--- src/tcc_pkg.sv ---
// Package: register map, field positions and constants of one timer channel
package tcc_pkg;
// Behaviour
// - Command bit 2 written one resets the counter and starts its clock.
// - Command bit 1 written one disables the counter clock; zero does nothing.
// - Command bit 0 written one enables the clock unless bit 1 is also one.
// - Mode bit 15 selects capture (0) or waveform (1) meaning of the fields.
// - Capture: line A edge that loads register B: none, rise, fall, both.
// - Capture: line A edge that loads register A, same encoding.
// - Capture: compare C resets and starts the counter when enabled.
// - Capture: external trigger comes from line A when one, line B when zero.
// - Capture: trigger edge none, rising, falling or both.
// - Capture: register B load disables the clock when so configured.
// - Capture: register B load stops the clock when so configured.
// - Burst field ANDs the counter clock with external clock 0, 1 or 2.
// - Clock select 0-4 internal, 5-7 external; invert counts on falling edge.
// - Waveform shape: up, up-down, up with C trigger, up-down with C trigger.
// - Software, event, compare C, compare B set/clear/toggle line B.
// - Software, event, compare C, compare A set/clear/toggle line A.
// - Enabled external event resets the counter and starts its clock.
// - Disabled event trigger leaves counter alone and only drives lines A and B.
// - Event source line B or external clocks; line B then becomes an input.
// - Waveform: event edge none, rising, falling or both.
// - Waveform: reaching compare C disables the clock when so configured.
// - Waveform: reaching compare C stops the clock when so configured.
// - Up-down without C trigger counts 0 to 0xffff and back, repeating.
// - Up-down: a trigger reverses the counting direction.
   localparam logic [7:0] ADDR_CMD  = 8'h00;
   localparam logic [7:0] ADDR_MODE = 8'h04;
   localparam logic [7:0] ADDR_CNT  = 8'h10;
   localparam logic [7:0] ADDR_RA   = 8'h14;
   localparam logic [7:0] ADDR_RB   = 8'h18;
   localparam logic [7:0] ADDR_RC   = 8'h1c;
   localparam logic [7:0] ADDR_STAT = 8'h20;
   localparam int CMD_CLOCK_ENABLE_CMD  = 0;
   localparam int CMD_CLOCK_DISABLE_CMD = 1;
   localparam int CMD_SOFT_TRIGGER_CMD  = 2;
   localparam int M_CLKSEL = 0;
   localparam int M_INV    = 3;
   localparam int M_BURST  = 4;
   localparam int M_STOP   = 6;
   localparam int M_DIS    = 7;
   localparam int M_TEDG   = 8;
   localparam int M_TSEL   = 10;
   localparam int M_EVENT_TRIGGER_EN = 12;
   localparam int M_WAVEFORM_SHAPE_SEL = 13;
   localparam int M_COMPARE_C_TRIGGER_EN = 14;
   localparam int M_WAVE   = 15;
   localparam int M_CAPTURE_A_EDGE_SEL   = 16;
   localparam int M_CAPTURE_B_EDGE_SEL   = 18;
   localparam int M_EFF_A  = 16;
   localparam int M_EFF_B  = 24;
   localparam int ST_CLKSTA = 16;
   localparam int ST_MIRA   = 17;
   localparam int ST_MIRB   = 18;
   localparam int ST_STOP   = 19;
   localparam logic [31:0] MODE_RST = 32'h0000_0000;
   localparam logic [15:0] CNT_RST  = 16'h0000;
   localparam logic [15:0] CNT_TOP  = 16'hffff;
   localparam int PIN_N   = 5;
   localparam int PRESC_W = 10;
   localparam int DIV_BITS [5] = '{0, 2, 4, 6, 9};
   typedef enum logic [1:0] {EFF_NONE, EFF_SET, EFF_CLR, EFF_TGL} tcc_eff_t;
endpackage : tcc_pkg

--- src/tcc_top.sv ---
// Timer channel: command and mode logic, counter, capture and waveform
//
// Decided for this implementation: register access over APB.
`timescale 1ns/1ps
module tcc_top (
   input  wire logic        pclk,
   input  wire logic        presetn,
   input  wire logic        psel,
   input  wire logic        penable,
   input  wire logic        pwrite,
   input  wire logic [7:0]  paddr,
   input  wire logic [31:0] pwdata,
   output logic [31:0]      prdata,
   output logic             pready,
   output logic             pslverr,
   input  wire logic        line_a_in,
   output logic             line_a_out,
   output logic             line_a_oe,
   input  wire logic        line_b_in,
   output logic             line_b_out,
   output logic             line_b_oe,
   input  wire logic        ext_clock_in0,
   input  wire logic        ext_clock_in1,
   input  wire logic        ext_clock_in2
);
   logic [4:0]  pin_lvl;
   logic [4:0]  pin_rise;
   logic [4:0]  pin_fall;
   logic [4:0]  int_rise;
   logic [4:0]  int_fall;
   logic        pready_q;
   logic        pslverr_q;
   logic [31:0] prdata_q;
   logic [31:0] mode_q;
   logic [15:0] cnt_q;
   logic [15:0] cnt_d;
   logic [15:0] ra_q;
   logic [15:0] rb_q;
   logic [15:0] rc_q;
   logic        dn_q;
   logic        dn_d;
   logic        clk_en_q;
   logic        clk_en_d;
   logic        clk_stop_q;
   logic        clk_stop_d;
   logic        cmp_a_q;
   logic        cmp_b_q;
   logic        cmp_c_q;
   logic        a_out_q;
   logic        b_out_q;
   logic        a_oe_q;
   logic        b_oe_q;

   // Pin order: 0 line A, 1 line B, 2..4 external clocks
   tcc_sync u_sync (
      .pclk    (pclk),
      .presetn (presetn),
      .d       ({ext_clock_in2, ext_clock_in1, ext_clock_in0, line_b_in, line_a_in}),
      .lvl     (pin_lvl),
      .rise    (pin_rise),
      .fall    (pin_fall)
   );

   tcc_presc u_presc (
      .pclk    (pclk),
      .presetn (presetn),
      .rise    (int_rise),
      .fall    (int_fall)
   );

   function automatic logic edge_hit(input logic [1:0] sel, input logic r, input logic f);
      return (sel[0] & r) | (sel[1] & f);
   endfunction : edge_hit

   // Later entries of hit carry higher priority: software, event, C, A/B
   function automatic logic out_next(input logic cur, input logic [3:0] hit,
                                     input logic [7:0] eff);
      logic [1:0] e;
      logic       v;
      e = 2'b00;
      for (int i = 0; i < 4; i++)
         if (hit[i])
            e = eff[2*i +: 2];
      unique case (tcc_pkg::tcc_eff_t'(e))
         tcc_pkg::EFF_NONE: v = cur;
         tcc_pkg::EFF_SET:  v = 1'b1;
         tcc_pkg::EFF_CLR:  v = 1'b0;
         tcc_pkg::EFF_TGL:  v = ~cur;
      endcase
      return v;
   endfunction : out_next

   // Bus decode; one wait state so every bus output can come from a flop
   wire apb_acc  = psel & penable;
   wire acc_new  = apb_acc & ~pready_q;
   wire sel_cmd  = paddr == tcc_pkg::ADDR_CMD;
   wire sel_mode = paddr == tcc_pkg::ADDR_MODE;
   wire sel_cnt  = paddr == tcc_pkg::ADDR_CNT;
   wire sel_ra   = paddr == tcc_pkg::ADDR_RA;
   wire sel_rb   = paddr == tcc_pkg::ADDR_RB;
   wire sel_rc   = paddr == tcc_pkg::ADDR_RC;
   wire sel_stat = paddr == tcc_pkg::ADDR_STAT;
   wire wave     = mode_q[tcc_pkg::M_WAVE];
   wire addr_ok  = sel_cmd | sel_mode | sel_cnt | sel_ra | sel_rb | sel_rc | sel_stat;
   wire ro_hit   = sel_cnt | sel_stat | (~wave & (sel_ra | sel_rb));
   wire bad_acc  = ~addr_ok | (pwrite & ro_hit);
   wire wr_ok    = apb_acc & pready_q & pwrite & ~pslverr_q;

   wire sw_trg   = wr_ok & sel_cmd & pwdata[tcc_pkg::CMD_SOFT_TRIGGER_CMD];
   wire en_cmd   = wr_ok & sel_cmd & pwdata[tcc_pkg::CMD_CLOCK_ENABLE_CMD];
   wire dis_cmd  = wr_ok & sel_cmd & pwdata[tcc_pkg::CMD_CLOCK_DISABLE_CMD];

   // Mode fields, shared bits read per operation
   wire [2:0] clk_sel  = mode_q[tcc_pkg::M_CLKSEL +: 3];
   wire       clk_inv  = mode_q[tcc_pkg::M_INV];
   wire [1:0] burst    = mode_q[tcc_pkg::M_BURST +: 2];
   wire       stop_bit = mode_q[tcc_pkg::M_STOP];
   wire       dis_bit  = mode_q[tcc_pkg::M_DIS];
   wire [1:0] tedg     = mode_q[tcc_pkg::M_TEDG +: 2];
   wire [1:0] tsel     = mode_q[tcc_pkg::M_TSEL +: 2];
   wire [1:0] waveform_shape_sel   = mode_q[tcc_pkg::M_WAVEFORM_SHAPE_SEL +: 2];
   wire       updown   = wave & waveform_shape_sel[0];
   wire       b_is_out = wave & (tsel != 2'd0);

   // Counter clock: selected edge, gated by the burst input
   wire [7:0] src_rise = {pin_rise[4:2], int_rise};
   wire [7:0] src_fall = {pin_fall[4:2], int_fall};
   wire       src_edge = clk_inv ? src_fall[clk_sel] : src_rise[clk_sel];
   wire [2:0] burst_ix = {1'b0, burst} + 3'd1;
   wire       gate_ok  = (burst == 2'd0) | pin_lvl[burst_ix];
   wire       run      = clk_en_q & ~clk_stop_q;
   wire       tick     = run & src_edge & gate_ok;

   // Capture sources
   wire [2:0] trg_ix  = tsel[0] ? 3'd0 : 3'd1;
   wire       cap_ext = ~wave & edge_hit(tedg, pin_rise[trg_ix], pin_fall[trg_ix]);
   wire       load_a  = ~wave & edge_hit(mode_q[tcc_pkg::M_CAPTURE_A_EDGE_SEL +: 2], pin_rise[0],
                                         pin_fall[0]);
   wire       load_b  = ~wave & edge_hit(mode_q[tcc_pkg::M_CAPTURE_B_EDGE_SEL +: 2], pin_rise[0],
                                         pin_fall[0]);

   // Waveform external event; index 1 is line B, 2..4 the external clocks
   wire [2:0] ev_ix   = {1'b0, tsel} + 3'd1;
   wire       wave_ev = wave & edge_hit(tedg, pin_rise[ev_ix], pin_fall[ev_ix]);
   wire       ext_trg = wave ? wave_ev & mode_q[tcc_pkg::M_EVENT_TRIGGER_EN] : cap_ext;
   wire       cmpc_trg = cmp_c_q & (wave ? waveform_shape_sel[1] : mode_q[tcc_pkg::M_COMPARE_C_TRIGGER_EN]);
   wire       trig    = sw_trg | ext_trg | cmpc_trg;

   // Up-down turns at 0xffff or at compare C depending on shape
   wire [15:0] top_v  = waveform_shape_sel[1] ? rc_q : tcc_pkg::CNT_TOP;
   wire        at_top = cnt_q == top_v;
   wire        at_bot = cnt_q == tcc_pkg::CNT_RST;
   wire        go_dn  = updown & (dn_q ? ~at_bot : at_top);
   wire [15:0] stepped = go_dn ? cnt_q - 16'h1 : cnt_q + 16'h1;
   // Compare C auto-turn is handled by the count itself, not a second reversal
   wire        flip   = updown & (sw_trg | ext_trg);

   always_comb
   begin
      cnt_d = cnt_q;
      dn_d  = dn_q;
      if (trig & ~updown)
      begin
         cnt_d = tcc_pkg::CNT_RST;
         dn_d  = 1'b0;
      end
      else if (flip)
         dn_d = ~dn_q;
      else if (tick)
      begin
         cnt_d = stepped;
         dn_d  = go_dn;
      end
   end

   // Disable beats enable; stop beats restart in the same cycle
   wire dis_ev  = dis_cmd | (dis_bit & (wave ? cmp_c_q : load_b));
   wire stop_ev = stop_bit & (wave ? cmp_c_q : load_b);
   assign clk_en_d   = dis_ev ? 1'b0 : (en_cmd ? 1'b1 : clk_en_q);
   assign clk_stop_d = stop_ev ? 1'b1 : ((trig | en_cmd) ? 1'b0 : clk_stop_q);

   wire cmp_ok = tick & ~trig & ~flip;
   wire [3:0] hit_a = {sw_trg, wave_ev, cmp_c_q, cmp_a_q};
   wire [3:0] hit_b = {sw_trg, wave_ev, cmp_c_q, cmp_b_q};

   wire [31:0] stat_v = 32'(clk_en_q) << tcc_pkg::ST_CLKSTA
                      | 32'(wave ? a_out_q : pin_lvl[0]) << tcc_pkg::ST_MIRA
                      | 32'(b_is_out ? b_out_q : pin_lvl[1]) << tcc_pkg::ST_MIRB
                      | 32'(clk_stop_q) << tcc_pkg::ST_STOP;
   wire [31:0] rd_v = sel_mode ? mode_q :
                      sel_cnt  ? {16'h0, cnt_q} :
                      sel_ra   ? {16'h0, ra_q} :
                      sel_rb   ? {16'h0, rb_q} :
                      sel_rc   ? {16'h0, rc_q} :
                      sel_stat ? stat_v : 32'h0;

   always_ff @(posedge pclk or negedge presetn)
   begin
      if (!presetn)
      begin
         pready_q  <= 1'b0;
         pslverr_q <= 1'b0;
         prdata_q  <= 32'h0;
      end
      else
      begin
         pready_q  <= acc_new;
         pslverr_q <= acc_new & bad_acc;
         if (acc_new)
            prdata_q <= pwrite ? 32'h0 : rd_v;
      end
   end

   always_ff @(posedge pclk or negedge presetn)
   begin
      if (!presetn)
      begin
         mode_q <= tcc_pkg::MODE_RST;
         rc_q   <= tcc_pkg::CNT_RST;
      end
      else
      begin
         if (wr_ok & sel_mode)
            mode_q <= pwdata;
         if (wr_ok & sel_rc)
            rc_q <= pwdata[15:0];
      end
   end

   // Loads win over a write in the same cycle: hardware state must not be lost
   always_ff @(posedge pclk or negedge presetn)
   begin
      if (!presetn)
      begin
         ra_q <= tcc_pkg::CNT_RST;
         rb_q <= tcc_pkg::CNT_RST;
      end
      else
      begin
         if (load_a)
            ra_q <= cnt_q;
         else if (wr_ok & sel_ra)
            ra_q <= pwdata[15:0];
         if (load_b)
            rb_q <= cnt_q;
         else if (wr_ok & sel_rb)
            rb_q <= pwdata[15:0];
      end
   end

   always_ff @(posedge pclk or negedge presetn)
   begin
      if (!presetn)
      begin
         cnt_q      <= tcc_pkg::CNT_RST;
         dn_q       <= 1'b0;
         clk_en_q   <= 1'b0;
         clk_stop_q <= 1'b0;
         cmp_a_q    <= 1'b0;
         cmp_b_q    <= 1'b0;
         cmp_c_q    <= 1'b0;
      end
      else
      begin
         cnt_q      <= cnt_d;
         dn_q       <= dn_d;
         clk_en_q   <= clk_en_d;
         clk_stop_q <= clk_stop_d;
         cmp_a_q    <= cmp_ok & (stepped == ra_q);
         cmp_b_q    <= cmp_ok & (stepped == rb_q) & b_is_out;
         cmp_c_q    <= cmp_ok & (stepped == rc_q);
      end
   end

   // Output controller; line B drives nothing when it is the event input
   always_ff @(posedge pclk or negedge presetn)
   begin
      if (!presetn)
      begin
         a_out_q <= 1'b0;
         b_out_q <= 1'b0;
         a_oe_q  <= 1'b0;
         b_oe_q  <= 1'b0;
      end
      else
      begin
         a_oe_q <= wave;
         b_oe_q <= b_is_out;
         if (wave)
            a_out_q <= out_next(a_out_q, hit_a, mode_q[tcc_pkg::M_EFF_A +: 8]);
         if (b_is_out)
            b_out_q <= out_next(b_out_q, hit_b, mode_q[tcc_pkg::M_EFF_B +: 8]);
      end
   end

   assign prdata     = prdata_q;
   assign pready     = pready_q;
   assign pslverr    = pslverr_q;
   assign line_a_out = a_out_q;
   assign line_a_oe  = a_oe_q;
   assign line_b_out = b_out_q;
   assign line_b_oe  = b_oe_q;
endmodule : tcc_top

--- src/tcc_sync.sv ---
// Pin synchroniser with level and edge pulses
`timescale 1ns/1ps
module tcc_sync (
   input  wire logic                    pclk,
   input  wire logic                    presetn,
   input  wire logic [tcc_pkg::PIN_N-1:0] d,
   output logic [tcc_pkg::PIN_N-1:0]      lvl,
   output logic [tcc_pkg::PIN_N-1:0]      rise,
   output logic [tcc_pkg::PIN_N-1:0]      fall
);
   logic [tcc_pkg::PIN_N-1:0] meta_q;
   logic [tcc_pkg::PIN_N-1:0] sync_q;
   logic [tcc_pkg::PIN_N-1:0] last_q;

   always_ff @(posedge pclk or negedge presetn)
   begin
      if (!presetn)
      begin
         meta_q <= '0;
         sync_q <= '0;
         last_q <= '0;
      end
      else
      begin
         meta_q <= d;
         sync_q <= meta_q;
         last_q <= sync_q;
      end
   end

   assign lvl  = sync_q;
   assign rise = sync_q & ~last_q;
   assign fall = ~sync_q & last_q;
endmodule : tcc_sync

--- src/tcc_presc.sv ---
// Prescaler making the five internal timer clock edge enables
`timescale 1ns/1ps
module tcc_presc (
   input  wire logic       pclk,
   input  wire logic       presetn,
   output logic [4:0]      rise,
   output logic [4:0]      fall
);
   logic [tcc_pkg::PRESC_W-1:0] cnt_q;

   always_ff @(posedge pclk or negedge presetn)
   begin
      if (!presetn)
         cnt_q <= '0;
      else
         cnt_q <= cnt_q + 10'h1;
   end

   for (genvar i = 0; i < 5; i++)
   begin : g_div
      localparam logic [9:0] MASK = 10'((1 << tcc_pkg::DIV_BITS[i]) - 1);
      logic rise_q;
      logic fall_q;
      wire  wrap = (cnt_q & MASK) == MASK;
      always_ff @(posedge pclk or negedge presetn)
      begin
         if (!presetn)
         begin
            rise_q <= 1'b0;
            fall_q <= 1'b0;
         end
         else
         begin
            rise_q <= wrap & ~cnt_q[tcc_pkg::DIV_BITS[i]];
            fall_q <= wrap & cnt_q[tcc_pkg::DIV_BITS[i]];
         end
      end
      assign rise[i] = rise_q;
      assign fall[i] = fall_q;
   end
endmodule : tcc_presc

--- config.mk ---
export PLATFORM = sky130hd
export DESIGN_NAME = tcc_top
export DESIGN_NICKNAME = d
export VERILOG_FILES = /design/src/tcc_pkg.sv /design/src/tcc_top.sv /design/src/tcc_sync.sv /design/src/tcc_presc.sv
export SDC_FILE = /design/constraint.sdc
export NUM_CORES = 1
export LEC_CHECK = 0
export BUFFER_PORTS_ARGS = -buffer_cell sky130_fd_sc_hd__buf_2
export CAP_MARGIN = 10
export CORE_ASPECT_RATIO = 0.8
export CORE_UTILIZATION = 45
export DETAILED_ROUTE_END_ITERATION = 8
export MAX_ROUTING_LAYER = met4
export PLACE_DENSITY_LB_ADDON = 0.1
export SYNTH_ARGS = -nofsm -noshare
export SYNTH_HDL_FRONTEND = slang
export SYNTH_SLANG_ARGS = --single-unit
--- constraint.sdc ---
create_clock -name pclk -period 10.1 [get_ports pclk]
set_clock_uncertainty 0.05 [all_clocks]
set_input_delay 0 -clock pclk [delete_from_list [all_inputs] [get_ports pclk]]
set_output_delay 0 -clock pclk [all_outputs]
set_load 0.05 [all_outputs]
==> results of run 1 <==
what timing repair did:
action / CTS / global route
hold buffers: 42 / 0
setup endpoints to repair: 0 / 0
hold endpoints to repair: 193 / 0
power breakdown:
| part | switching (mW) | total, mW | internal (mW) | leakage [nW] |
|---|---|---|---|---|
| Sequential | 0.0122 | 0.718 | 0.706 | 2.33 |
| Combinational | 0.0429 | 0.0757 | 0.0327 | 2.84 |
| Clock | 0.323 | 0.727 | 0.404 | 0.313 |
cell type report:
class	count	area [sq um]
repair buffers	136	915
well taps	269	337
multi-input cells	669	5120
inverters	21	78.8
clock inverters	15	216
clock buffers	17	425
flip-flops and latches	174	4350
fillers	1840	9490
cell families after synthesis:
group,Yosys count
muxes,98
AOI/OAI and AO/OA,227
DFF,174
xor gates and xnor gates,72
adders and majority gates,25
and+or+nand+nor,247
buffers and inverters,83
state kept, by name, summed over array words and instances (netlist names), 4 cells and up:
| register | flops |
|---|---|
| cnt_q | 16 |
| prdata | 32 |
| mode_q | 32 |
| rb_q | 16 |
| u_sync.meta_q | 5 |
| u_sync.lvl | 5 |
| u_presc.g_div.fall_q | 5 |
| u_sync.last_q | 5 |
| rc_q | 16 |
| ra_q | 16 |
| u_presc.g_div.rise_q | 4 |
| u_presc.cnt_q | 10 |
path summary, 6_finish.rpt:
check / from / end / slack, ns / cells after the start
hold reg to reg: u_sync.meta_q[2]$_DFF_PN0_ / u_sync.lvl[2]$_DFF_PN0_ / 0.30 / 0
setup reg to reg: mode_q[14]$_DFFE_PN0P_ / cmp_b_q$_DFF_PN0_ / 4.82 / 15
max in group asynchronous: presetn / mode_q[1]$_DFFE_PN0P_ / 8.28 / 3
hold / removal: ext_clock_in1 / u_sync.meta_q[3]$_DFF_PN0_ / 0.15 / 2
setup / recovery: mode_q[14]$_DFFE_PN0P_ / cmp_b_q$_DFF_PN0_ / 4.82 / 15
min in group asynchronous: presetn / ra_q[13]$_DFFE_PN0P_ / 0.20 / 2
per-stage QoR:
stage          utilization, %  instances  power, mW  instance area, sq um
2_1_floorplan               -        926      0.754                  9750
3_3_place_gp             49.6       1227      0.796                 10400
3_5_place_dp             49.6       1227      0.796                 10400
6_report                 54.7       1301       1.52                 11400
5_1_grt                  54.7       1301       1.57                 11400
4_1_cts                  54.7       1301       1.54                 11400
critical path, cell delays in order (launching register included):
cell and delay, ns:
dfrtp_1 0.64, inv_2 0.18, or4_1 0.55, a32oi_1 0.24
o2111a_1 0.22, o21ai_1 0.08, inv_2 0.32, ha_1 0.44
a21oi_1 0.20, a21boi_0 0.13, nor3_1 0.35, and2_1 0.28
xnor3_1 0.24, nor4_1 0.45, or4b_1 0.47, nor4_1 0.30
layout by cell type (no fill, tap or decap), types with 7 or more instances in the layout:
cell type,count
nor2_1,55
and2_1,14
a21oi_1,54
dlygate4sd3_1,42
ha_1,24
xnor2_1,35
buf_2,86
xor2_1,25
o211ai_1,11
dfrtp_1,174
nor4_1,11
a21o_1,23
nand4_1,9
a22o_1,14
buf_4,7
a22oi_1,22
nor2b_1,17
mux2i_1,50
inv_1,19
nand3_1,12
o21ai_0,40
nor3_1,11
nand2_1,61
and3_1,8
xnor3_1,11
clkbuf_16,17
mux2_2,44
a222oi_1,16
a31oi_1,7
per-layer routing:
metal  vias to the layer above  track usage, %  routed length [microns]
met3                        44            4.81                     1920
met4                         0            8.28                      569
li1                       3591               -                        -
met5                         -               -                        0
met2                       278            40.3                    12600
met1                      3783            41.8                    14300
==> impl_metrics.csv, run 1 <==
group,metric,value,unit
power_and_ir_drop,ir_drop,0.0928,mV
grt,grt_pass1_vias,7501,
run,cap_violations,0,
sta,rsz0062_at_grt,"no",
sta,maxClockFrequency,189,MHz
grt,grtUsageTotal,28.5,%
drt,drc,8,
yosys,yosysSeqAreaShare,44.6,%
outcome,violations,"DRC",
drt,antenna_left,0,
grt,grt_first_pass_wirelength,46100,microns
critical_path,crit_path_max_fanout,18,
sta,finalCritPeriodShare,52.3,%
floorplan,dieArea,22300,sq um
cells_and_area,syn_to_final_growth,17.3,%
placed_design,pre_cts_ws,4.96,ns
cts,htree_levels,4,
yosys,netlist_area,9750,sq um
cells_and_area,drive_above_1_share,18.3,%
cts,cts_made_buffers,17,
yosys,synth_area_leaders,"dfrtp_1 (45%), mux2i_1 (5.1%), mux2_2 (5.1%)",
power_and_ir_drop,p_per_area,133,nW/um^2
yosys,synthSimpleGateAreaFrac,13.5,%
cts,cts_tree,"done",
critical_path,worstSetupEndpointType,"flip-flop",
hold_path,hold_path_class,"input port to flip-flop",
cts,cts_buffer_depth,2,
yosys,synth_nets,1001,
yosys,synth_top_family_by_area,"compound AO/OA/AOI/OAI gates",
yosys,synthTopCellsByCount,"dfrtp_1 (174), nand2_1 (61), nor2_1 (58), a21oi_1 (55), clkbuf_1 (54)",
placed_design,io_buffers,87,
yosys,yosysTopAreaCell,"dfrtp_1",
floorplan,io_pins,88,
cts,cts_resized,0,
cts,cts_root_buffer,"clkbuf_16",
grt,grt_remaining_overflow,0,
floorplan,core,20900,sq um
yosys,synth_compound_area_share,15.9,%
yosys,synth_edf_count,0,
yosys,synth_xor_area_share,8.17,%
sta,whs,0.152,ns
drt,wl_per_cell,22.6,microns
yosys,synth-adder-area-share,3.28,%
drt,drt_iter0_markers,835,
sta,slew_viol_final,0,
sta,setup_viol,0,
cts,cts.sink_count,174,
drt,firstDrtPassIters,9,
power_and_ir_drop,p_leak,5.48,nW
placed_design,gp_congestion,0.925,
sta,hold_viol,0,
yosys,synth_ff_type,"dfrtp_1",
yosys,yosysTopAreaCellShare,44.6,%
floorplan,rows,47,
cts,cts_setup_buffers,0,
cells_and_area,fin_nets,1094,
yosys,ys_types,69,
cells_and_area,diodes,0,
critical_path,required,10.38,ns
yosys,synthMuxAreaShare,11.1,%
sta,tightest_slew,1.11,ns
yosys,synth_cells,926,
outcome,outcome,"finished with violations",
yosys,avgSynthCellArea,10.5,sq um
floorplan,die_width,167,microns
sta,period_minus_slack,5.28,ns
cts,clk_pin_slew,0.07,ns
drt,wl,29400,microns
cts,clk-insertion-delay-late,0.45,ns
sta,tns,0,ns
drt,num_vias,7696,
yosys,synth_most_common_cell,"dfrtp_1",
floorplan,dieHeight,134,microns
placed_design,dp_hpwl,20200,microns
yosys,synth_warnings,0,
grt,grt_max_degree,105,
grt,antenna_found_initial,0,
drt,vias_per_cell,5.92,
sta,worst_slack,4.82,ns
floorplan,start_util,46.6,%
critical_path,cp_data_arrival_time,5.56,ns
critical_path,startpoint_type,"flip-flop",
yosys,synth_async_sr_flop_share,100,%
critical_path,setup.worst_path.class,"flip-flop to flip-flop",
sta,relSlewSlack,26.1,%
yosys,synth-seq-cells,174,
(Power assumes the default switching activity.)
==> inputs of run 2 (changes only) <==
Settings changed: ABC_AREA from default to 1.
Clock period 10.1 ns to 5.4 ns, I/O delays scaled along.
==> run 2 against run 1 <==
Net effect:
- the run now ends clean
- fmax up 12%
- sequential share of layout area down 1.3 points
- via count up 25%
- critical path depth up 9
- sequential cell count unchanged
- register-to-register slack worse by 4.1 ns
- non-clock buffer count up 5
- hold slack worse by 0.11 ns
- synthesized area up 3.5%
- first-iteration DRC count up 0.72%
- critical path type unchanged
- largest cell class unchanged
- highest routed layer unchanged
==> impl_metrics.csv, run 2 <==
group,metric,value,unit
outcome,outcome,"finished clean",
critical_path,ff2ff_path_depth,24,
floorplan,dieArea,23000,sq um
hold_path,hold_path_class,"input port to async pin",
cells_and_area,layout_commonest_cell,"nand2_1",
grt,grtUsageTotal,28.9,%
cts,cts.sink_count,174,
power_and_ir_drop,ir_drop,0.225,mV
cts,cts_buffer_depth,2,
cells_and_area,fin_util,54.3,%
placed_design,dp_hpwl,22400,microns
drt,firstDrtPassIters,5,
sta,rsz0062_at_grt,"no",
floorplan,io_pins,88,
sta,setup_viol,0,
floorplan,core,21800,sq um
yosys,ys_types,45,
critical_path,crit_path_max_fanout,30,
critical_path,worstSetupEndpointType,"flip-flop",
cells_and_area,fin_nets,1550,
grt,grt_remaining_overflow,0,
yosys,yosysTopAreaCell,"dfrtp_1",
sta,period_minus_slack,4.71,ns
yosys,synth_warnings,0,
power_and_ir_drop,power.total,3.03,mW
cells_and_area,layout_common_cells,"nand2_1 (373), inv_1 (188), dfrtp_1 (174)",
placed_design,gp_congestion,0.959,
drt,drt_iter0_markers,841,
cells_and_area,syn_to_final_growth,17.3,%
yosys,yosysSeqAreaShare,43.1,%
critical_path,crit_path_max_incr_delay,0.97,ns
drt,wl_per_cell,17.6,microns
floorplan,start_util,46.3,%
run,cap_violations,0,
cts,clk-insertion-delay-late,0.44,ns
cts,cts_resized,0,
grt,grt_first_pass_wirelength,49100,microns
power_and_ir_drop,p_per_area,256,nW/um^2
drt,vias_per_cell,5.40,
cells_and_area,fillers,2131,
yosys,synth_edf_count,0,
critical_path,crit_slowest_cell,"dfrtp_1",
cts,cts_root_buffer,"clkbuf_16",
yosys,synth_most_common_cell,"nand2_1",
yosys,netlist_area,10100,sq um
yosys,synthTopCellsByCount,"nand2_1 (374), inv_1 (188), dfrtp_1 (174), o21ai_0 (118), nand3_1 (114)",
cells_and_area,drive_above_1_share,11.1,%
cts,htree_levels,4,
drt,drc,0,
yosys,synth_nets,1435,
yosys,avgSynthCellArea,7.42,sq um
yosys,synth_cells,1360,
sta,whs,0.0421,ns
cells_and_area,diodes,0,
critical_path,setup.worst_path.class,"flip-flop to flip-flop",
power_and_ir_drop,p_leak,5.92,nW
yosys,synth_async_sr_flop_share,100,%
grt,antenna_found_initial,0,
critical_path,cp_data_arrival_time,5.03,ns
floorplan,die_width,169,microns
critical_path,crit_top_cell,"nand2_1",
drt,wl,31500,microns
drt,num_vias,9650,
cts,clk_pin_slew,0.07,ns
sta,tns,0,ns
sta,hold_viol,0,
critical_path,required,5.72,ns
grt,grt_max_degree,63,
yosys,synth-seq-cells,174,
drt,antenna_left,0,
floorplan,dieHeight,136,microns
floorplan,rows,48,
yosys,synth_ff_type,"dfrtp_1",
sta,relSlewSlack,25.9,%
critical_path,path_cells,"inv_2, o21ai_1, nand2_1, nor2_1, nand2_1, nor2_1, nand2_1, nand2_2, nand2_2, inv_1, ha_1, inv_1, nand2_1, nand3_1, nand2_1, nand2_1, nand2_1, nand2_1, nand2_1, nor2_1, nand4_1, nor2_1, nand4_1, nor2_1",
sta,tightest_slew,1.11,ns
sta,maxClockFrequency,212,MHz
grt,grt_pass1_vias,8918,
critical_path,startpoint_type,"flip-flop",
yosys,yosysTopAreaCellShare,43.1,%
yosys,synth_area_leaders,"dfrtp_1 (43%), nand2_1 (14%), inv_1 (7.0%)",
sta,slew_viol_final,0,
cts,cts_made_buffers,17,
sta,finalCritPeriodShare,87.2,%
cts,cts_tree,"done",
placed_design,io_buffers,87,
-- run 2: cell count changes after synthesis, moves of 42 or more --
cell     change
mux2i_1     -50
nand2_1    +313
o21ai_0     +78
nand3_1    +102
inv_1      +169
nor2_1      +42
-- run 2: metal layers --
layer	track usage, %	routed length [microns]	share of wire [%]	up-vias
met3	7.71	2640	8.4	37
met1	40.5	14900	47	4537
met4	6.91	478	1.5	0
met2	41.3	13500	43	363
met5	-	0	0	-
li1	-	-	-	4713
-- run 2: logic make-up after synthesis --
kind of cell | share of synthesized area [%]
simple gates | 26.7
compound gates | 16.1
mux | 0.781
xor+xnor | 1.04
flops | 43.1
buf+inv | 9.09
fa+ha+maj | 3.17
-- run 2: area by class of cell --
type                    count  area [sq um]  area share [%]
well taps                 300           375            3.17
clock inverters            12           161            1.36
repair buffers            141           955            8.06
clock buffers              19           443            3.74
multi-input cells         949          4830            40.8
flip-flops and latches    174          4350            36.8
inverters                 192           721            6.09
-- run 2: repair_timing --
action | 4_1_cts | 5_1_grt
setup buffers | 0 | 0
hold buffers | 43 | 0
hold endpoints to repair | 142 | 0
-- run 2: path summary, 6_finish.rpt --
check                                          endpoint                        from  slack [ns]
worst max-delay path                  cmp_a_q$_DFF_PN0_      mode_q[14]$_DFFE_PN0P_        0.69
worst min-delay path               cnt_q[4]$_DFFE_PN0P_                     presetn        0.04
worst max register to register        cmp_a_q$_DFF_PN0_      mode_q[14]$_DFFE_PN0P_        0.69
worst min register to register  u_sync.lvl[4]$_DFF_PN0_  u_sync.meta_q[4]$_DFF_PN0_        0.30
max in group asynchronous       u_sync.lvl[4]$_DFF_PN0_                     presetn        4.05
min in group pclk                     pslverr$_DFF_PN0_                    paddr[3]        0.05
-- run 2: critical path, delay by kind of cell (launching register included) --
family	cells	cell delay [ns]
AO/OA/AOI/OAI	1	0.22
adder cells (fa/ha/maj)	1	0.43
buffers and inverters	3	0.80
flip-flops	1	0.97
AND/OR/NAND/NOR	19	2.13
-- run 2: power by group --
group | leakage [nW] | switching [mW] | total [mW] | internal [mW]
Combinational | 3.36 | 0.222 | 0.334 | 0.112
Clock | 0.286 | 0.550 | 1.29 | 0.742
Sequential | 2.27 | 0.0500 | 1.40 | 1.35
-- run 2: metrics by stage --
stage | instance area [sq um] | std cells | setup slack [ns]
floorplan | 10100 | 1360 | 2.37
finish | 11800 | 1787 | 0.689
global route | 11800 | 1787 | 0.205
CTS | 11800 | 1787 | 0.827
detailed placement | 10800 | 1713 | 0.923
global placement | 10800 | 1713 | 1.02
==> inputs of run 3 (changes only) <==
Settings changed: CTS_BUF_LIST from default to sky130_fd_sc_hd__clkbuf_8.
==> run 3 against run 2 <==
Net effect:
- the flow now finishes with violations (hold timing)
- hold slack got worse by 0.052 ns
- non-clock buffer count grew 3
- first-iteration DRC count grew 2.4%
- die area is the same
- sequential share of layout area rose by 0.51 points
- critical path type unchanged
- largest cell class unchanged
- largest power group unchanged
==> impl_metrics.csv, run 3 (synthesis results as in run 2) <==
group,metric,value,unit
outcome,outcome,"finished with violations",
outcome,violations,"hold timing",
drt,num_vias,9710,
cts,cts_root_buffer,"clkbuf_8",
cells_and_area,layout_commonest_cell,"nand2_1",
critical_path,ff2ff_path_depth,23,
placed_design,io_buffers,87,
grt,grt_remaining_overflow,0,
drt,firstDrtPassIters,6,
cts,cts_tree,"done",
grt,grt_pass1_vias,8863,
cts,cts_buffer_depth,2,
placed_design,gp_congestion,0.959,
floorplan,dieHeight,136,microns
cts,cts.sink_count,174,
drt,drc,0,
critical_path,setup.worst_path.class,"flip-flop to flip-flop",
grt,grtUsageTotal,28.7,%
grt,antenna_found_initial,0,
cts,htree_levels,4,
cts,clk_pin_slew,0.10,ns
sta,maxClockFrequency,216,MHz
sta,tns,0,ns
critical_path,worstSetupEndpointType,"flip-flop",
placed_design,dpl.cell_count,1713,
sta,relSlewSlack,25.8,%
cts,cts_made_buffers,17,
placed_design,dp_hpwl,22400,microns
power_and_ir_drop,p_leak,5.85,nW
floorplan,core,21800,sq um
critical_path,required,5.77,ns
sta,hold_viol,7,
drt,wl,31400,microns
cells_and_area,layout_common_cells,"nand2_1 (373), inv_1 (189), dfrtp_1 (174)",
critical_path,worstReg2RegEnd,"cmp_a_q$_DFF_PN0_",
grt,grt_max_degree,63,
power_and_ir_drop,p_per_area,233,nW/um^2
sta,whs,-0.0101,ns
cells_and_area,diodes,0,
floorplan,start_util,46.3,%
sta,period_minus_slack,4.62,ns
cells_and_area,fin_nets,1553,
drt,drt_iter0_markers,861,
sta,setup_viol,0,
power_and_ir_drop,ir_drop,0.226,mV
cts,clk-insertion-delay-late,0.48,ns
critical_path,cp_data_arrival_time,4.99,ns
critical_path,r2r-start,"mode_q[14]$_DFFE_PN0P_",
cells_and_area,fin_cells,1790,
drt,vias_per_cell,5.42,
run,cap_violations,0,
cells_and_area,drive_above_1_share,11.1,%
drt,antenna_left,0,
critical_path,critPathLaunch,"mode_q[14]$_DFFE_PN0P_",
drt,wl_per_cell,17.6,microns
floorplan,rows,48,
critical_path,crit_path_max_fanout,30,
cells_and_area,syn_to_final_growth,15.7,%
cells_and_area,fin_util,53.6,%
grt,grt_first_pass_wirelength,48800,microns
sta,rsz0062_at_grt,"no",
floorplan,io_pins,88,
sta,finalCritPeriodShare,85.6,%
critical_path,r2r_setup_slack,0.78,ns
floorplan,die_width,169,microns
sta,slew_viol_final,0,
floorplan,dieArea,23000,sq um
hold_path,hold_path_class,"input port to async pin",
sta,tightest_slew,1.11,ns
critical_path,startpoint_type,"flip-flop",
## run 3: changes by cell type in the layout (fill, tap and decap cells not counted), sizes merged
cell         before  now
inv             193  194
dlygate4sd3      43   46
clkbuf           19   18
## run 3: cell type report
class                           count  area, sq um
Clock buffer                       18          248
Clock inverter                     13          165
Fill cell                        2162        10100
Inverter                          192          721
Multi-Input combinational cell    949         4830
Sequential cell                   174         4350
Tap cell                          300          375
Timing Repair Buffer              144          985
## run 3: worst max-delay path by stage
stage / end / slack [ns] / depth (start not counted)
3_3_place_gp: cmp_b_q$_DFF_PN0_ / 1.02 / 22
2_1_floorplan: cmp_b_q$_DFF_PN0_ / 2.37 / 27
3_5_place_dp: cmp_a_q$_DFF_PN0_ / 0.92 / 24
4_1_cts: cmp_a_q$_DFF_PN0_ / 0.90 / 24
5_1_grt: cmp_a_q$_DFF_PN0_ / 0.27 / 24
6_report: cmp_a_q$_DFF_PN0_ / 0.78 / 23
## run 3: power by group
part	internal, mW	leakage [nW]	switching [mW]	total, mW
Combinational	0.113	3.37	0.222	0.336
Clock	0.469	0.203	0.513	0.983
Sequential	1.35	2.27	0.0501	1.40
Total	1.93	5.85	0.786	2.72
## run 3: timing repair
action / CTS / global route
setup endpoints to repair: 0 / 0
setup buffers: 0 / 0
hold buffers: 46 / 0
hold endpoints to repair: 148 / 0
resized for setup: 0 / 0
## run 3: metal layers
layer | part of all wire [%] | vias up | GRT usage [%] | routed length (microns)
li1 | - | 4709 | - | -
met1 | 48 | 4572 | 40.5 | 14900
met2 | 43 | 376 | 41.0 | 13500
met3 | 7.9 | 53 | 6.75 | 2470
met4 | 1.8 | 0 | 8.01 | 571
met5 | 0 | - | - | 0
## run 3: worst max-delay path: stages (launching register included)
cell     delay [ns]
dfrtp_1        0.98
inv_2          0.22
o21ai_1        0.18
nand2_1        0.07
nor2_1         0.09
nand2_1        0.06
nor2_1         0.17
nand2_1        0.09
nand2_2        0.08
nand2_2        0.07
inv_1          0.46
ha_1           0.32
nand2_1        0.15
nor2_1         0.26
nand3_1        0.22
nand4_1        0.22
nand2_1        0.15
nand2_1        0.08
nand2_1        0.04
nor2_1         0.12
o21ai_0        0.11
nor2_1         0.14
nand4_1        0.10
nor2_1         0.10
## run 3: stage by stage
stage / total power [mW] / setup WS (ns) / area [sq um]
floorplan: 1.60 / 2.37 / 10100
global placement: 1.73 / 1.02 / 10800
detailed placement: 1.73 / 0.923 / 10800
CTS: 2.73 / 0.903 / 11700
global route: 2.83 / 0.268 / 11700
finish: 2.72 / 0.780 / 11700
